**config.mk**
```make
export PLATFORM = sky130hd
export DESIGN_NAME = camc_mode_ctrl
export DESIGN_NICKNAME = d
export VERILOG_FILES = /design/src/rtl/camc_pkg.sv /design/src/rtl/camc_tb_if.sv /design/src/rtl/camc_mode_ctrl.sv /design/src/rtl/camc_timebase.sv
export SDC_FILE = /design/constraint.sdc
export NUM_CORES = 1
export LEC_CHECK = 0
export BUFFER_PORTS_ARGS = -buffer_cell sky130_fd_sc_hd__buf_2
export CAP_MARGIN = 10
export CORE_ASPECT_RATIO = 2
export CORE_MARGIN = 2
export CORE_UTILIZATION = 41
export CTS_CLUSTER_SIZE = 10
export DETAILED_ROUTE_END_ITERATION = 12
export PLACE_DENSITY = 0.62
export RECOVER_POWER = 50
export SLEW_MARGIN = 10
export SYNTH_ARGS = -nofsm -noshare
export SYNTH_HDL_FRONTEND = slang
export SYNTH_SLANG_ARGS = --single-unit
```
**constraint.sdc**
```tcl
create_clock -name core_clk -period 3.5 [get_ports core_clk]
set_input_delay 0.175 -clock core_clk [delete_from_list [all_inputs] [get_ports core_clk]]
set_output_delay 0.175 -clock core_clk [all_outputs]
set_load 0.02 [all_outputs]
```
**src/rtl/camc_pkg.sv**
```systemverilog
// shared constants for the counter array mode control block
package camc_pkg;
  // register offset on the special function register bus
  localparam logic [7:0] CAMC_MODE_ADDR = 8'hD9;
  // field positions inside counter_mode_control
  localparam int CAMC_IDLE_BIT = 7;
  localparam int CAMC_WDEN_BIT = 6;
  localparam int CAMC_WDLK_BIT = 5;
  localparam int CAMC_UNUSED_BIT = 4;
  localparam int CAMC_SEL_HI = 3;
  localparam int CAMC_SEL_LO = 1;
  localparam int CAMC_OVIE_BIT = 0;
  // reset value: watchdog enabled, all else clear
  localparam logic [7:0] CAMC_MODE_RESET = 8'h40;
  // timebase select codes
  typedef enum logic [2:0] {
    CAMC_TB_SYS12 = 3'h0,
    CAMC_TB_SYS4 = 3'h1,
    CAMC_TB_T0OVF = 3'h2,
    CAMC_TB_ECI = 3'h3,
    CAMC_TB_SYS = 3'h4,
    CAMC_TB_EXT8 = 3'h5
  } camc_tbsel_e;
  // reserved code prefix in the upper two select bits
  localparam logic [1:0] CAMC_TB_RSVD_HI = 2'h3;
  // divider terminal counts
  localparam logic [3:0] CAMC_DIV12_LAST = 4'hB;
  localparam logic [1:0] CAMC_DIV4_LAST = 2'h3;
  localparam logic [2:0] CAMC_EXT8_LAST = 3'h7;
  // counter width and limits
  localparam int CAMC_CNT_W = 16;
  localparam logic [15:0] CAMC_CNT_MAX = 16'hFFFF;
  localparam logic [15:0] CAMC_CNT_ZERO = 16'h0000;
endpackage

```
**src/rtl/camc_tb_if.sv**
```systemverilog
`timescale 1ns/1ps
// carries timebase control to the pulse generator and pulses back
interface camc_tb_if;
  logic [2:0] timebaseSelect; // current timebase code
  logic freeze; // idle suspend in force
  logic countPulse; // one-cycle count advance
  modport ctrl (output timebaseSelect, output freeze, input countPulse);
  modport gen (input timebaseSelect, input freeze, output countPulse);
endinterface

```
**src/rtl/camc_mode_ctrl.sv**
```systemverilog
`timescale 1ns/1ps
// Operation
// idle suspend bit freezes counter during idle
// watchdog enable makes module five watchdog
// lock keeps watchdog enabled until reset
// bit four reads zero, writes ignored
// timebase select picks counter clock source
// count input falls no faster than clock/4
// external clock divided by eight, synchronized
// overflow flag requests interrupt when enabled
// watchdog enabled blocks writes to other fields
// reset enables watchdog, other bits zero
// wrap to zero sets sticky overflow flag
// reserved timebase codes give no pulses
module camc_mode_ctrl (
  input wire logic core_clk,
  input wire logic rst_n,
  input wire logic [7:0] sfrAddr,
  input wire logic [7:0] sfrWrData,
  input wire logic sfrWrEn,
  input wire logic sfrRdEn,
  output logic [7:0] sfrRdData,
  input wire logic runEnable,
  input wire logic cpuIdle,
  input wire logic timer0Ovf,
  input wire logic externalCountInput,
  input wire logic extClkIn,
  input wire logic overflowClear,
  output logic [camc_pkg::CAMC_CNT_W-1:0] counterValue,
  output logic counterOverflowFlag,
  output logic irqReq,
  output logic watchdogActive
);
  import camc_pkg::*;

  logic idleSuspendSelect; // freeze in idle
  logic watchdogEnable; // module five runs as watchdog
  logic watchdogLock; // enable locked until reset
  logic [2:0] timebaseSelect; // counter clock source
  logic overflowIrqEnable; // overflow interrupt mask
  logic wrHit; // write to the mode register
  logic rdHit; // read of the mode register
  logic countEn; // counter advances this cycle
  logic [7:0] modeView; // register as read back

  camc_tb_if tbLink();

  assign wrHit = sfrWrEn && (sfrAddr == CAMC_MODE_ADDR);
  assign rdHit = sfrRdEn && (sfrAddr == CAMC_MODE_ADDR);
  assign tbLink.timebaseSelect = timebaseSelect;
  assign tbLink.freeze = cpuIdle && idleSuspendSelect;
  assign countEn = tbLink.countPulse && runEnable && !tbLink.freeze;

  // pulse generator for the chosen timebase
  camc_timebase u_timebase (
    .core_clk(core_clk),
    .rst_n(rst_n),
    .timer0Ovf(timer0Ovf),
    .externalCountInput(externalCountInput),
    .extClkIn(extClkIn),
    .tb(tbLink.gen)
  );

  // mode fields, writable only with the watchdog off
  always_ff @(posedge core_clk or negedge rst_n) begin
    if (!rst_n) begin
      idleSuspendSelect <= CAMC_MODE_RESET[CAMC_IDLE_BIT];
      timebaseSelect <= CAMC_MODE_RESET[CAMC_SEL_HI:CAMC_SEL_LO];
      overflowIrqEnable <= CAMC_MODE_RESET[CAMC_OVIE_BIT];
    end else if (wrHit && !watchdogEnable) begin
      idleSuspendSelect <= sfrWrData[CAMC_IDLE_BIT];
      timebaseSelect <= sfrWrData[CAMC_SEL_HI:CAMC_SEL_LO];
      overflowIrqEnable <= sfrWrData[CAMC_OVIE_BIT];
    end
  end

  // watchdog enable and lock; setting lock also enables
  always_ff @(posedge core_clk or negedge rst_n) begin
    if (!rst_n) begin
      watchdogEnable <= CAMC_MODE_RESET[CAMC_WDEN_BIT];
      watchdogLock <= CAMC_MODE_RESET[CAMC_WDLK_BIT];
    end else if (wrHit) begin
      // lock is sticky until reset
      watchdogLock <= watchdogLock || sfrWrData[CAMC_WDLK_BIT];
      // a clear is ignored once locked
      watchdogEnable <= sfrWrData[CAMC_WDEN_BIT] ||
                        sfrWrData[CAMC_WDLK_BIT] || watchdogLock;
    end
  end

  // watchdog mode to capture/compare module five
  always_ff @(posedge core_clk or negedge rst_n) begin
    if (!rst_n) begin
      watchdogActive <= 1'b0;
    end else begin
      watchdogActive <= watchdogEnable;
    end
  end

  // read view with the unused bit tied low
  always_comb begin
    modeView = 8'h00;
    modeView[CAMC_IDLE_BIT] = idleSuspendSelect;
    modeView[CAMC_WDEN_BIT] = watchdogEnable;
    modeView[CAMC_WDLK_BIT] = watchdogLock;
    modeView[CAMC_UNUSED_BIT] = 1'b0;
    modeView[CAMC_SEL_HI:CAMC_SEL_LO] = timebaseSelect;
    modeView[CAMC_OVIE_BIT] = overflowIrqEnable;
  end

  // read data registered, zero on other addresses
  always_ff @(posedge core_clk or negedge rst_n) begin
    if (!rst_n) begin
      sfrRdData <= 8'h00;
    end else if (rdHit) begin
      sfrRdData <= modeView;
    end else begin
      sfrRdData <= 8'h00;
    end
  end

  // 16-bit counter advanced by count pulses
  always_ff @(posedge core_clk or negedge rst_n) begin
    if (!rst_n) begin
      counterValue <= CAMC_CNT_ZERO;
    end else if (countEn) begin
      counterValue <= counterValue + 16'h0001;
    end
  end

  // overflow flag; a wrap in the clear cycle wins
  always_ff @(posedge core_clk or negedge rst_n) begin
    if (!rst_n) begin
      counterOverflowFlag <= 1'b0;
    end else if (countEn && counterValue == CAMC_CNT_MAX) begin
      counterOverflowFlag <= 1'b1;
    end else if (overflowClear) begin
      counterOverflowFlag <= 1'b0;
    end
  end

  // interrupt request gated by the overflow mask
  always_ff @(posedge core_clk or negedge rst_n) begin
    if (!rst_n) begin
      irqReq <= 1'b0;
    end else begin
      irqReq <= counterOverflowFlag && overflowIrqEnable;
    end
  end

  // rule checks on the register, watchdog and counter
  a_idle_freeze_hold: assert property (
    @(posedge core_clk) disable iff (!rst_n)
    cpuIdle && idleSuspendSelect |=> $stable(counterValue))
    else $error("counter moved while idle suspended");
  // freeze also stops the pulse path itself
  a_freeze_no_pulse: assert property (
    @(posedge core_clk) disable iff (!rst_n)
    tbLink.freeze |=> !tbLink.countPulse)
    else $error("count pulse while frozen");
  // active output lags enable by one clock once out of reset
  a_wd_active_follow: assert property (
    @(posedge core_clk) disable iff (!rst_n)
    $past(rst_n) |-> watchdogActive == $past(watchdogEnable))
    else $error("watchdog active does not follow enable");
  a_wd_lock_holds: assert property (
    @(posedge core_clk) disable iff (!rst_n)
    watchdogLock |=> watchdogLock && watchdogEnable)
    else $error("locked watchdog was disabled");
  // writing the lock bit enables and locks at once
  a_lock_sets_enable: assert property (
    @(posedge core_clk) disable iff (!rst_n)
    wrHit && sfrWrData[CAMC_WDLK_BIT] |=> watchdogLock && watchdogEnable)
    else $error("lock write did not lock the watchdog");
  // without the lock a zero write turns the watchdog off
  a_wd_unlocked_clear: assert property (
    @(posedge core_clk) disable iff (!rst_n)
    wrHit && !watchdogLock && !sfrWrData[CAMC_WDEN_BIT] &&
      !sfrWrData[CAMC_WDLK_BIT] |=> !watchdogEnable)
    else $error("unlocked watchdog could not be disabled");
  a_unused_bit_zero: assert property (
    @(posedge core_clk) disable iff (!rst_n)
    rdHit |=> sfrRdData[CAMC_UNUSED_BIT] == 1'b0)
    else $error("unused bit read as one");
  a_irq_mask_gate: assert property (
    @(posedge core_clk) disable iff (!rst_n)
    irqReq == $past(counterOverflowFlag && overflowIrqEnable))
    else $error("interrupt request does not follow flag and mask");
  // a masked flag never reaches the request line
  a_irq_needs_mask: assert property (
    @(posedge core_clk) disable iff (!rst_n)
    !overflowIrqEnable |=> !irqReq)
    else $error("interrupt request with overflow masked");
  a_wd_fields_frozen: assert property (
    @(posedge core_clk) disable iff (!rst_n)
    wrHit && watchdogEnable |=> $stable(timebaseSelect) &&
      $stable(idleSuspendSelect) && $stable(overflowIrqEnable))
    else $error("mode field changed while watchdog enabled");
  a_wrap_sets_flag: assert property (
    @(posedge core_clk) disable iff (!rst_n)
    countEn && counterValue == CAMC_CNT_MAX |=>
      counterOverflowFlag && counterValue == CAMC_CNT_ZERO)
    else $error("wrap did not set overflow flag");
  a_flag_sticky: assert property (
    @(posedge core_clk) disable iff (!rst_n)
    counterOverflowFlag && !overflowClear |=> counterOverflowFlag)
    else $error("overflow flag dropped without clear");
  // a clear with no wrap in that cycle drops the flag
  a_flag_clear_works: assert property (
    @(posedge core_clk) disable iff (!rst_n)
    overflowClear && !(countEn && counterValue == CAMC_CNT_MAX) |=>
      !counterOverflowFlag)
    else $error("overflow flag survived a clear");
  a_reset_values: assert property (
    @(posedge core_clk)
    !rst_n |=> !rst_n || (watchdogEnable && !watchdogLock &&
      timebaseSelect == CAMC_TB_SYS12))
    else $error("wrong state after reset");

  // covers for the main scenarios
  c_overflow_irq: cover property (@(posedge core_clk) disable iff (!rst_n)
    counterOverflowFlag && overflowIrqEnable ##1 irqReq);
  c_wd_disabled: cover property (@(posedge core_clk) disable iff (!rst_n)
    $fell(watchdogEnable));
  c_blocked_write: cover property (@(posedge core_clk) disable iff (!rst_n)
    wrHit && watchdogEnable && sfrWrData[CAMC_SEL_HI:CAMC_SEL_LO] != 3'h0);
  c_locked_clear: cover property (@(posedge core_clk) disable iff (!rst_n)
    wrHit && watchdogLock && !sfrWrData[CAMC_WDEN_BIT]);
endmodule

```
**src/rtl/camc_timebase.sv**
```systemverilog
`timescale 1ns/1ps
// produces one-cycle count pulses from the selected timebase
module camc_timebase (
  input wire logic core_clk,
  input wire logic rst_n,
  input wire logic timer0Ovf,
  input wire logic externalCountInput,
  input wire logic extClkIn,
  camc_tb_if.gen tb
);
  import camc_pkg::*;
  logic [3:0] div12; // system clock divide by 12
  logic [1:0] div4; // system clock divide by 4
  logic [2:0] ext8; // external clock rising edge counter
  logic eciPrev; // last count input level
  logic extPrev; // last external clock level
  logic next_pulse; // pulse before the output flop
  logic extRise; // rising edge of the external clock

  assign extRise = extClkIn && !extPrev;

  // edge history, kept running so no stale edge shows after idle
  always_ff @(posedge core_clk or negedge rst_n) begin
    if (!rst_n) begin
      eciPrev <= 1'b1;
      extPrev <= 1'b0;
    end else begin
      eciPrev <= externalCountInput;
      extPrev <= extClkIn;
    end
  end

  // prescalers halt while frozen
  always_ff @(posedge core_clk or negedge rst_n) begin
    if (!rst_n) begin
      div12 <= 4'h0;
      div4 <= 2'h0;
      ext8 <= 3'h0;
    end else if (!tb.freeze) begin
      div12 <= (div12 == CAMC_DIV12_LAST) ? 4'h0 : div12 + 4'h1;
      div4 <= div4 + 2'h1;
      // external clock counted in system clock domain
      if (extRise) begin
        ext8 <= ext8 + 3'h1;
      end
    end
  end

  // source selection
  always_comb begin
    case (tb.timebaseSelect)
      CAMC_TB_SYS12: next_pulse = (div12 == CAMC_DIV12_LAST);
      CAMC_TB_SYS4: next_pulse = (div4 == CAMC_DIV4_LAST);
      CAMC_TB_T0OVF: next_pulse = timer0Ovf;
      // falling edge; source must stay at or below clock/4
      CAMC_TB_ECI: next_pulse = eciPrev && !externalCountInput;
      CAMC_TB_SYS: next_pulse = 1'b1;
      CAMC_TB_EXT8: next_pulse = extRise && (ext8 == CAMC_EXT8_LAST);
      default: next_pulse = 1'b0;
    endcase
  end

  // registered pulse, blocked during freeze
  always_ff @(posedge core_clk or negedge rst_n) begin
    if (!rst_n) begin
      tb.countPulse <= 1'b0;
    end else begin
      tb.countPulse <= next_pulse && !tb.freeze;
    end
  end

  a_reserved_no_pulse: assert property (
    @(posedge core_clk) disable iff (!rst_n)
    tb.timebaseSelect[2:1] == CAMC_TB_RSVD_HI |=> !tb.countPulse)
    else $error("pulse from reserved timebase");
  a_sysclk_every_cycle: assert property (
    @(posedge core_clk) disable iff (!rst_n)
    tb.timebaseSelect == CAMC_TB_SYS && !tb.freeze |=> tb.countPulse)
    else $error("system clock timebase missed a pulse");
  c_ext_div_pulse: cover property (@(posedge core_clk) disable iff (!rst_n)
    tb.timebaseSelect == CAMC_TB_EXT8 ##1 tb.countPulse);
endmodule

```
# Word-level counts from Yosys, hierarchy flattened
# Cells that the tools add are included.
dict set report classes {
  reduce_logical 22
  muxes 5
  bitwise_logic 1
  n_addsub 4
  n_eq_ne 10
}
# operator n
set ops {}
lappend ops {{$add 16x1->16 const B} 1}
lappend ops {{$eq 16x16->1 const B} 1}
lappend ops {{$logic_and 1x1->1} 12}
lappend ops {{$eq 3x3->1 const B} 3}
lappend ops {{$eq 8x8->1 const B} 1}
lappend ops {{$mux 8} 1}
lappend ops {{$eq 3x2->1 const B} 2}
lappend ops {{$pmux 1 s6} 1}
lappend ops {{$add 4x1->4 const B} 1}
lappend ops {{$eq 4x4->1 const B} 1}
lappend ops {{$logic_not 1->1} 4}
lappend ops {{$mux 4} 1}
lappend ops {{$add 3x1->3 const B} 1}
lappend ops {{$eq 3x1->1 const B} 1}
lappend ops {{$logic_not 3->1} 1}
lappend ops {{$logic_or 1x1->1} 3}
lappend ops {{$add 2x1->2 const B} 1}
lappend ops {{$eq 2x2->1 const B} 1}
lappend ops {{$mux 1} 2}
lappend ops {{$reduce_and 2->1} 1}
lappend ops {{$reduce_bool 2->1} 1}
lappend ops {{$not 1->1} 1}
dict set report totals {
  elab_cells 58
  regBits 46
  out_inout_bits 27
}

# Logic depth before layout (Yosys ltp)
dict set report logic_depth {
  depth_word 5
  depth_mapped 6
  depth_no_buf 6
}

# Hierarchy
# A second synthesis with hierarchy kept.
dict set report unflattened {
  cells_unflattened 153
  hier_area_um2 1940.6
}
# module area_each_um2 n_inst cells_each
set modules_own_cells {}
lappend modules_own_cells {camc_mode_ctrl 1362.6 1 105}
lappend modules_own_cells {camc_timebase 578.1 1 48}

# Least setup slack after synthesis
# No wires, ideal clock.
dict set report synth_path {
  path_kind {register to register}
  from {register counterValue[0] (netlist bit)}
  to {register counterValue[12] (netlist bit)}
  required_time_ns 3.420
  setup_time_ns 0.080
  path_stages_with_launch 5
  path_buffers 0
  t_arrival_ns 1.263
  path_slack_ns 2.157
  cell_sequence {dfrtp_1 > ha_1 > nand4_2 > nor3b_2 > xor2_1}
}
dict set report synth_between {
  elab_chain_cells 1
}
# element line
set synth_lines {}
lappend synth_lines {{from (decl)} camc_mode_ctrl.sv:29} ;# output logic [camc_pkg::CAMC_CNT_W-1:0] counterValue,
lappend synth_lines {{from (signal assigned)} camc_mode_ctrl.sv:127} ;# counterValue <= counterValue + 16'h0001;
lappend synth_lines {{$add 16x1->16} camc_mode_ctrl.sv:127}
# No other way between the ends.
# A chain may end at the register's enable or synchronous reset.

==> metrics <==
antenna cell count=0; synthesized flop and latch total=45; via count=between 1000 and 1500; Crit path largest cell delay=roughly 1.7 ns; final weighted congestion in routability-driven placement=0.7833; register area=1129 µm²; Iteration-0 DRC Markers=27; commonest register cell after synthesis=dfrtp_1; Power Density=574.2 nW/µm²; Worst EP arrival=between 1.5 and 2 ns; Starting Density=0.4267; Top Family by Delay on Critical Path=buffers and inverters; FP Rows=35; H-tree depth=2; Pleak=1.251 nW; peak supply drop=0.5745 mV; CTS tree=yes; first-pass GRT wire length=6113 µm; Synth cell types=40; Avg WL per Cell=14.28 µm; Clock Tree Buf Depth=2; area share of fa/ha/maj cells after synthesis=0.03159; CP bufs+invs=1; WS Path Type=input pin to async pin; Synth Cell Area=1981 µm²; P&R area growth vs syn=22.36%; mux cell area share after synthesis=0.05685; critical path launch point=rst_n; Power, Total=1.392 mW; Routed Antenna Nets=0; Layout Nets=240; final wirelength=3784 µm; Ports=53; total grt overflow=0; Setup-failing EPs final=0; actual slew at the worst max-slew pin=2.389 ns; largest family of logic cells by synthesized area=simple AND/OR/NAND/NOR gates; Max Cap Viol=1; Tmin final=1.956 ns; simple-gate portion of the synthesized area=0.2009; clk slew on worst S/H paths=0.08 ns; r2r startpoint=counterValue[0]; worst path required time=3.41 ns; drt drc=0; critical-path cell list=clkbuf_1; final worst path period share=0.5587; Post-synth ARST share=1.000; failing checks=max-capacitance violations, max-slew violations; largest net degree at the start of global routing=46; Area after DPL=between 2000 and 2500 µm²; Fillers=435; CTS Buf Count=5; Post-Synth XOR/XNOR Area=0.07517; GRT Total Usage=0.1525; total negative slack=0 ns; via-per-instance ratio=5.094; Post-synth EDFFs=0; hold wc startpoint=extClkIn; post-route cell area=around 2400 µm²; Hold WS=0.02217 ns; Multi-input gate area=824.5 µm²; CP max-delay cell=clkbuf_1; final core utilization=0.5221; PostCTS Resize Cnt=0; Hold Path Class=input pin to flip-flop; Final Max Tran Viols=46; Mean Syn Cell Area=12.86 µm²; clock skew=0.004913 ns; port bufs=50; sequential-to-total area share from yosys stat=0.5698; Max Freq=511.4 MHz; post-synthesis compound-gate area fraction=0.04991; final count of hold timing violations=0; Setup crit end kind=async pin; crit path max fanout=45; Horiz. Die Dim=53.15 µm; share of layout cells above drive strength 1=0.3810; status=complete, but fails checks; CP Launch Type=input pin; DR pass1 iterations=4; RSZ-0062 raised after global routing=no; core area=4642 µm²; Sink Count=45; clock latency at the later pin of the worst-skew pair=0.29 ns; Yosys Warn Count=0; die area=5436 µm²; Clock Root Buffer=clkbuf_8; Slew Limit Headroom=-0.5928; post-synthesis instance total=154; die height=102.3 µm; vias in the first global route=between 1000 and 1500; Synthesized Nets=185; Post-DP HPWL=2844 µm; initial antenna violation count=0
[cell usage in the layout (no fill, tap or decap), types with 2 or more instances in the layout]
| master | synthesis | final |
|---|---|---|
| a21o_1 | 2 | 2 |
| a311oi_1 | 2 | 2 |
| and2_0 | 0 | 6 |
| and2_1 | 11 | 5 |
| and3_1 | 3 | 3 |
| buf_2 | 1 | 47 |
| bufinv_16 | 0 | 2 |
| clkbuf_1 | 1 | 3 |
| clkbuf_8 | 0 | 5 |
| dfrtp_1 | 43 | 43 |
| ha_1 | 5 | 5 |
| inv_1 | 3 | 3 |
| mux2_2 | 10 | 10 |
| nand2_1 | 7 | 7 |
| nand3_1 | 4 | 4 |
| nand3b_1 | 2 | 2 |
| nand4_1 | 2 | 2 |
| nor2_1 | 5 | 5 |
| nor3_1 | 4 | 4 |
| nor3_2 | 6 | 6 |
| o21ai_0 | 5 | 5 |
| xnor2_1 | 7 | 7 |
| xor2_1 | 10 | 10 |
[registers in the layout, indices dropped and copies added (netlist names)]
register                  flops
watchdogLock                  1
u_timebase.tb.countPulse      1
u_timebase.div4               2
watchdogEnable                1
tbLink.timebaseSelect         3
counterOverflowFlag           1
irqReq                        1
u_timebase.div12              4
u_timebase.eciPrev            1
counterValue                 16
watchdogActive                1
sfrRdData                     7
u_timebase.extPrev            1
u_timebase.ext8               3
idleSuspendSelect             1
overflowIrqEnable             1
[report_power, final]
| group | internal, mW | leakage (nW) | switching [mW] |
|---|---|---|---|
| registers | 0.603 | 0.589 | 0.0700 |
| logic | 0.131 | 0.593 | 0.130 |
| clock network | 0.284 | 0.0681 | 0.174 |
| total | 1.02 | 1.25 | 0.375 |
[final cells by class]
| class | instances | share of cell area |
|---|---|---|
| Clock inverter | 3 | 0.02685 |
| Clock buffer | 5 | 0.02839 |
| Sequential cell | 45 | 0.4657 |
| Tap cell | 55 | 0.02839 |
| Inverter | 3 | 0.004646 |
| Timing Repair Buffer | 51 | 0.1058 |
| Multi-Input combinational cell | 103 | 0.3402 |
[metal layers]
metal	vias up	track usage	wire length [µm]
li1	644	-	-
met1	662	0.1638	1430
met2	35	0.2654	2116
met3	9	0.03509	132
met4	0	0.08481	105
met5	-	0	0
[cells in the mapped netlist (2+ instances only)]
| master | n | area, µm² |
|---|---|---|
| nand4_1 | 2 | 12.51 |
| nor3_2 | 6 | 60.06 |
| a21o_1 | 2 | 15.01 |
| xnor2_1 | 7 | 61.31 |
| nor2_1 | 5 | 18.77 |
| inv_1 | 3 | 11.26 |
| mux2_2 | 10 | 112.6 |
| a311oi_1 | 2 | 17.52 |
| and3_1 | 3 | 18.77 |
| dfrtp_1 | 43 | 1076 |
| nor3_1 | 4 | 20.02 |
| nand3_1 | 4 | 20.02 |
| ha_1 | 5 | 62.56 |
| xor2_1 | 10 | 87.58 |
| dfstp_2 | 2 | 52.55 |
| nand3b_1 | 2 | 15.01 |
| nand2_1 | 7 | 26.28 |
| o21ai_0 | 5 | 25.02 |
| and2_1 | 11 | 68.82 |
[path summary, 6_finish.rpt]
check	to	slack (ns)	depth (start not counted)
max	sfrRdData[6]	1.54	1
min	u_timebase.extPrev	0.02	1
max reg2reg	counterValue[10]	2.11	4
min reg2reg	watchdogActive	0.47	0
max in group core_clk	counterValue[10]	2.11	4
min in group asynchronous	counterValue[1]	0.60	1
[per-stage QoR]
| step | cells | setup WS (ns) |
|---|---|---|
| after floorplan | 154 | 2.157 |
| after global placement | 256 | 2.152 |
| after detailed placement | 256 | 2.111 |
| after CTS | 265 | 2.094 |
| after global routing | 265 | 1.041 |
| final | 265 | 1.544 |
[timing repair]
item                                    in CTS  in global routing
hold buffers                                 1                  0
endpoints found under the setup margin       0                  0
buffers inserted                             0                  0
endpoints found under the hold margin        1                  0
[cells by family after synthesis]
kind of cell / after synthesis
AND/OR/NAND/NOR: 56
flip-flops: 45
XOR/XNOR: 17
AO/OA/AOI/OAI: 14
multiplexers: 10
buffers and inverters: 6
adder cells (fa/ha/maj): 5
other: 1
Note: power is estimated with default switching activity, not from simulation.
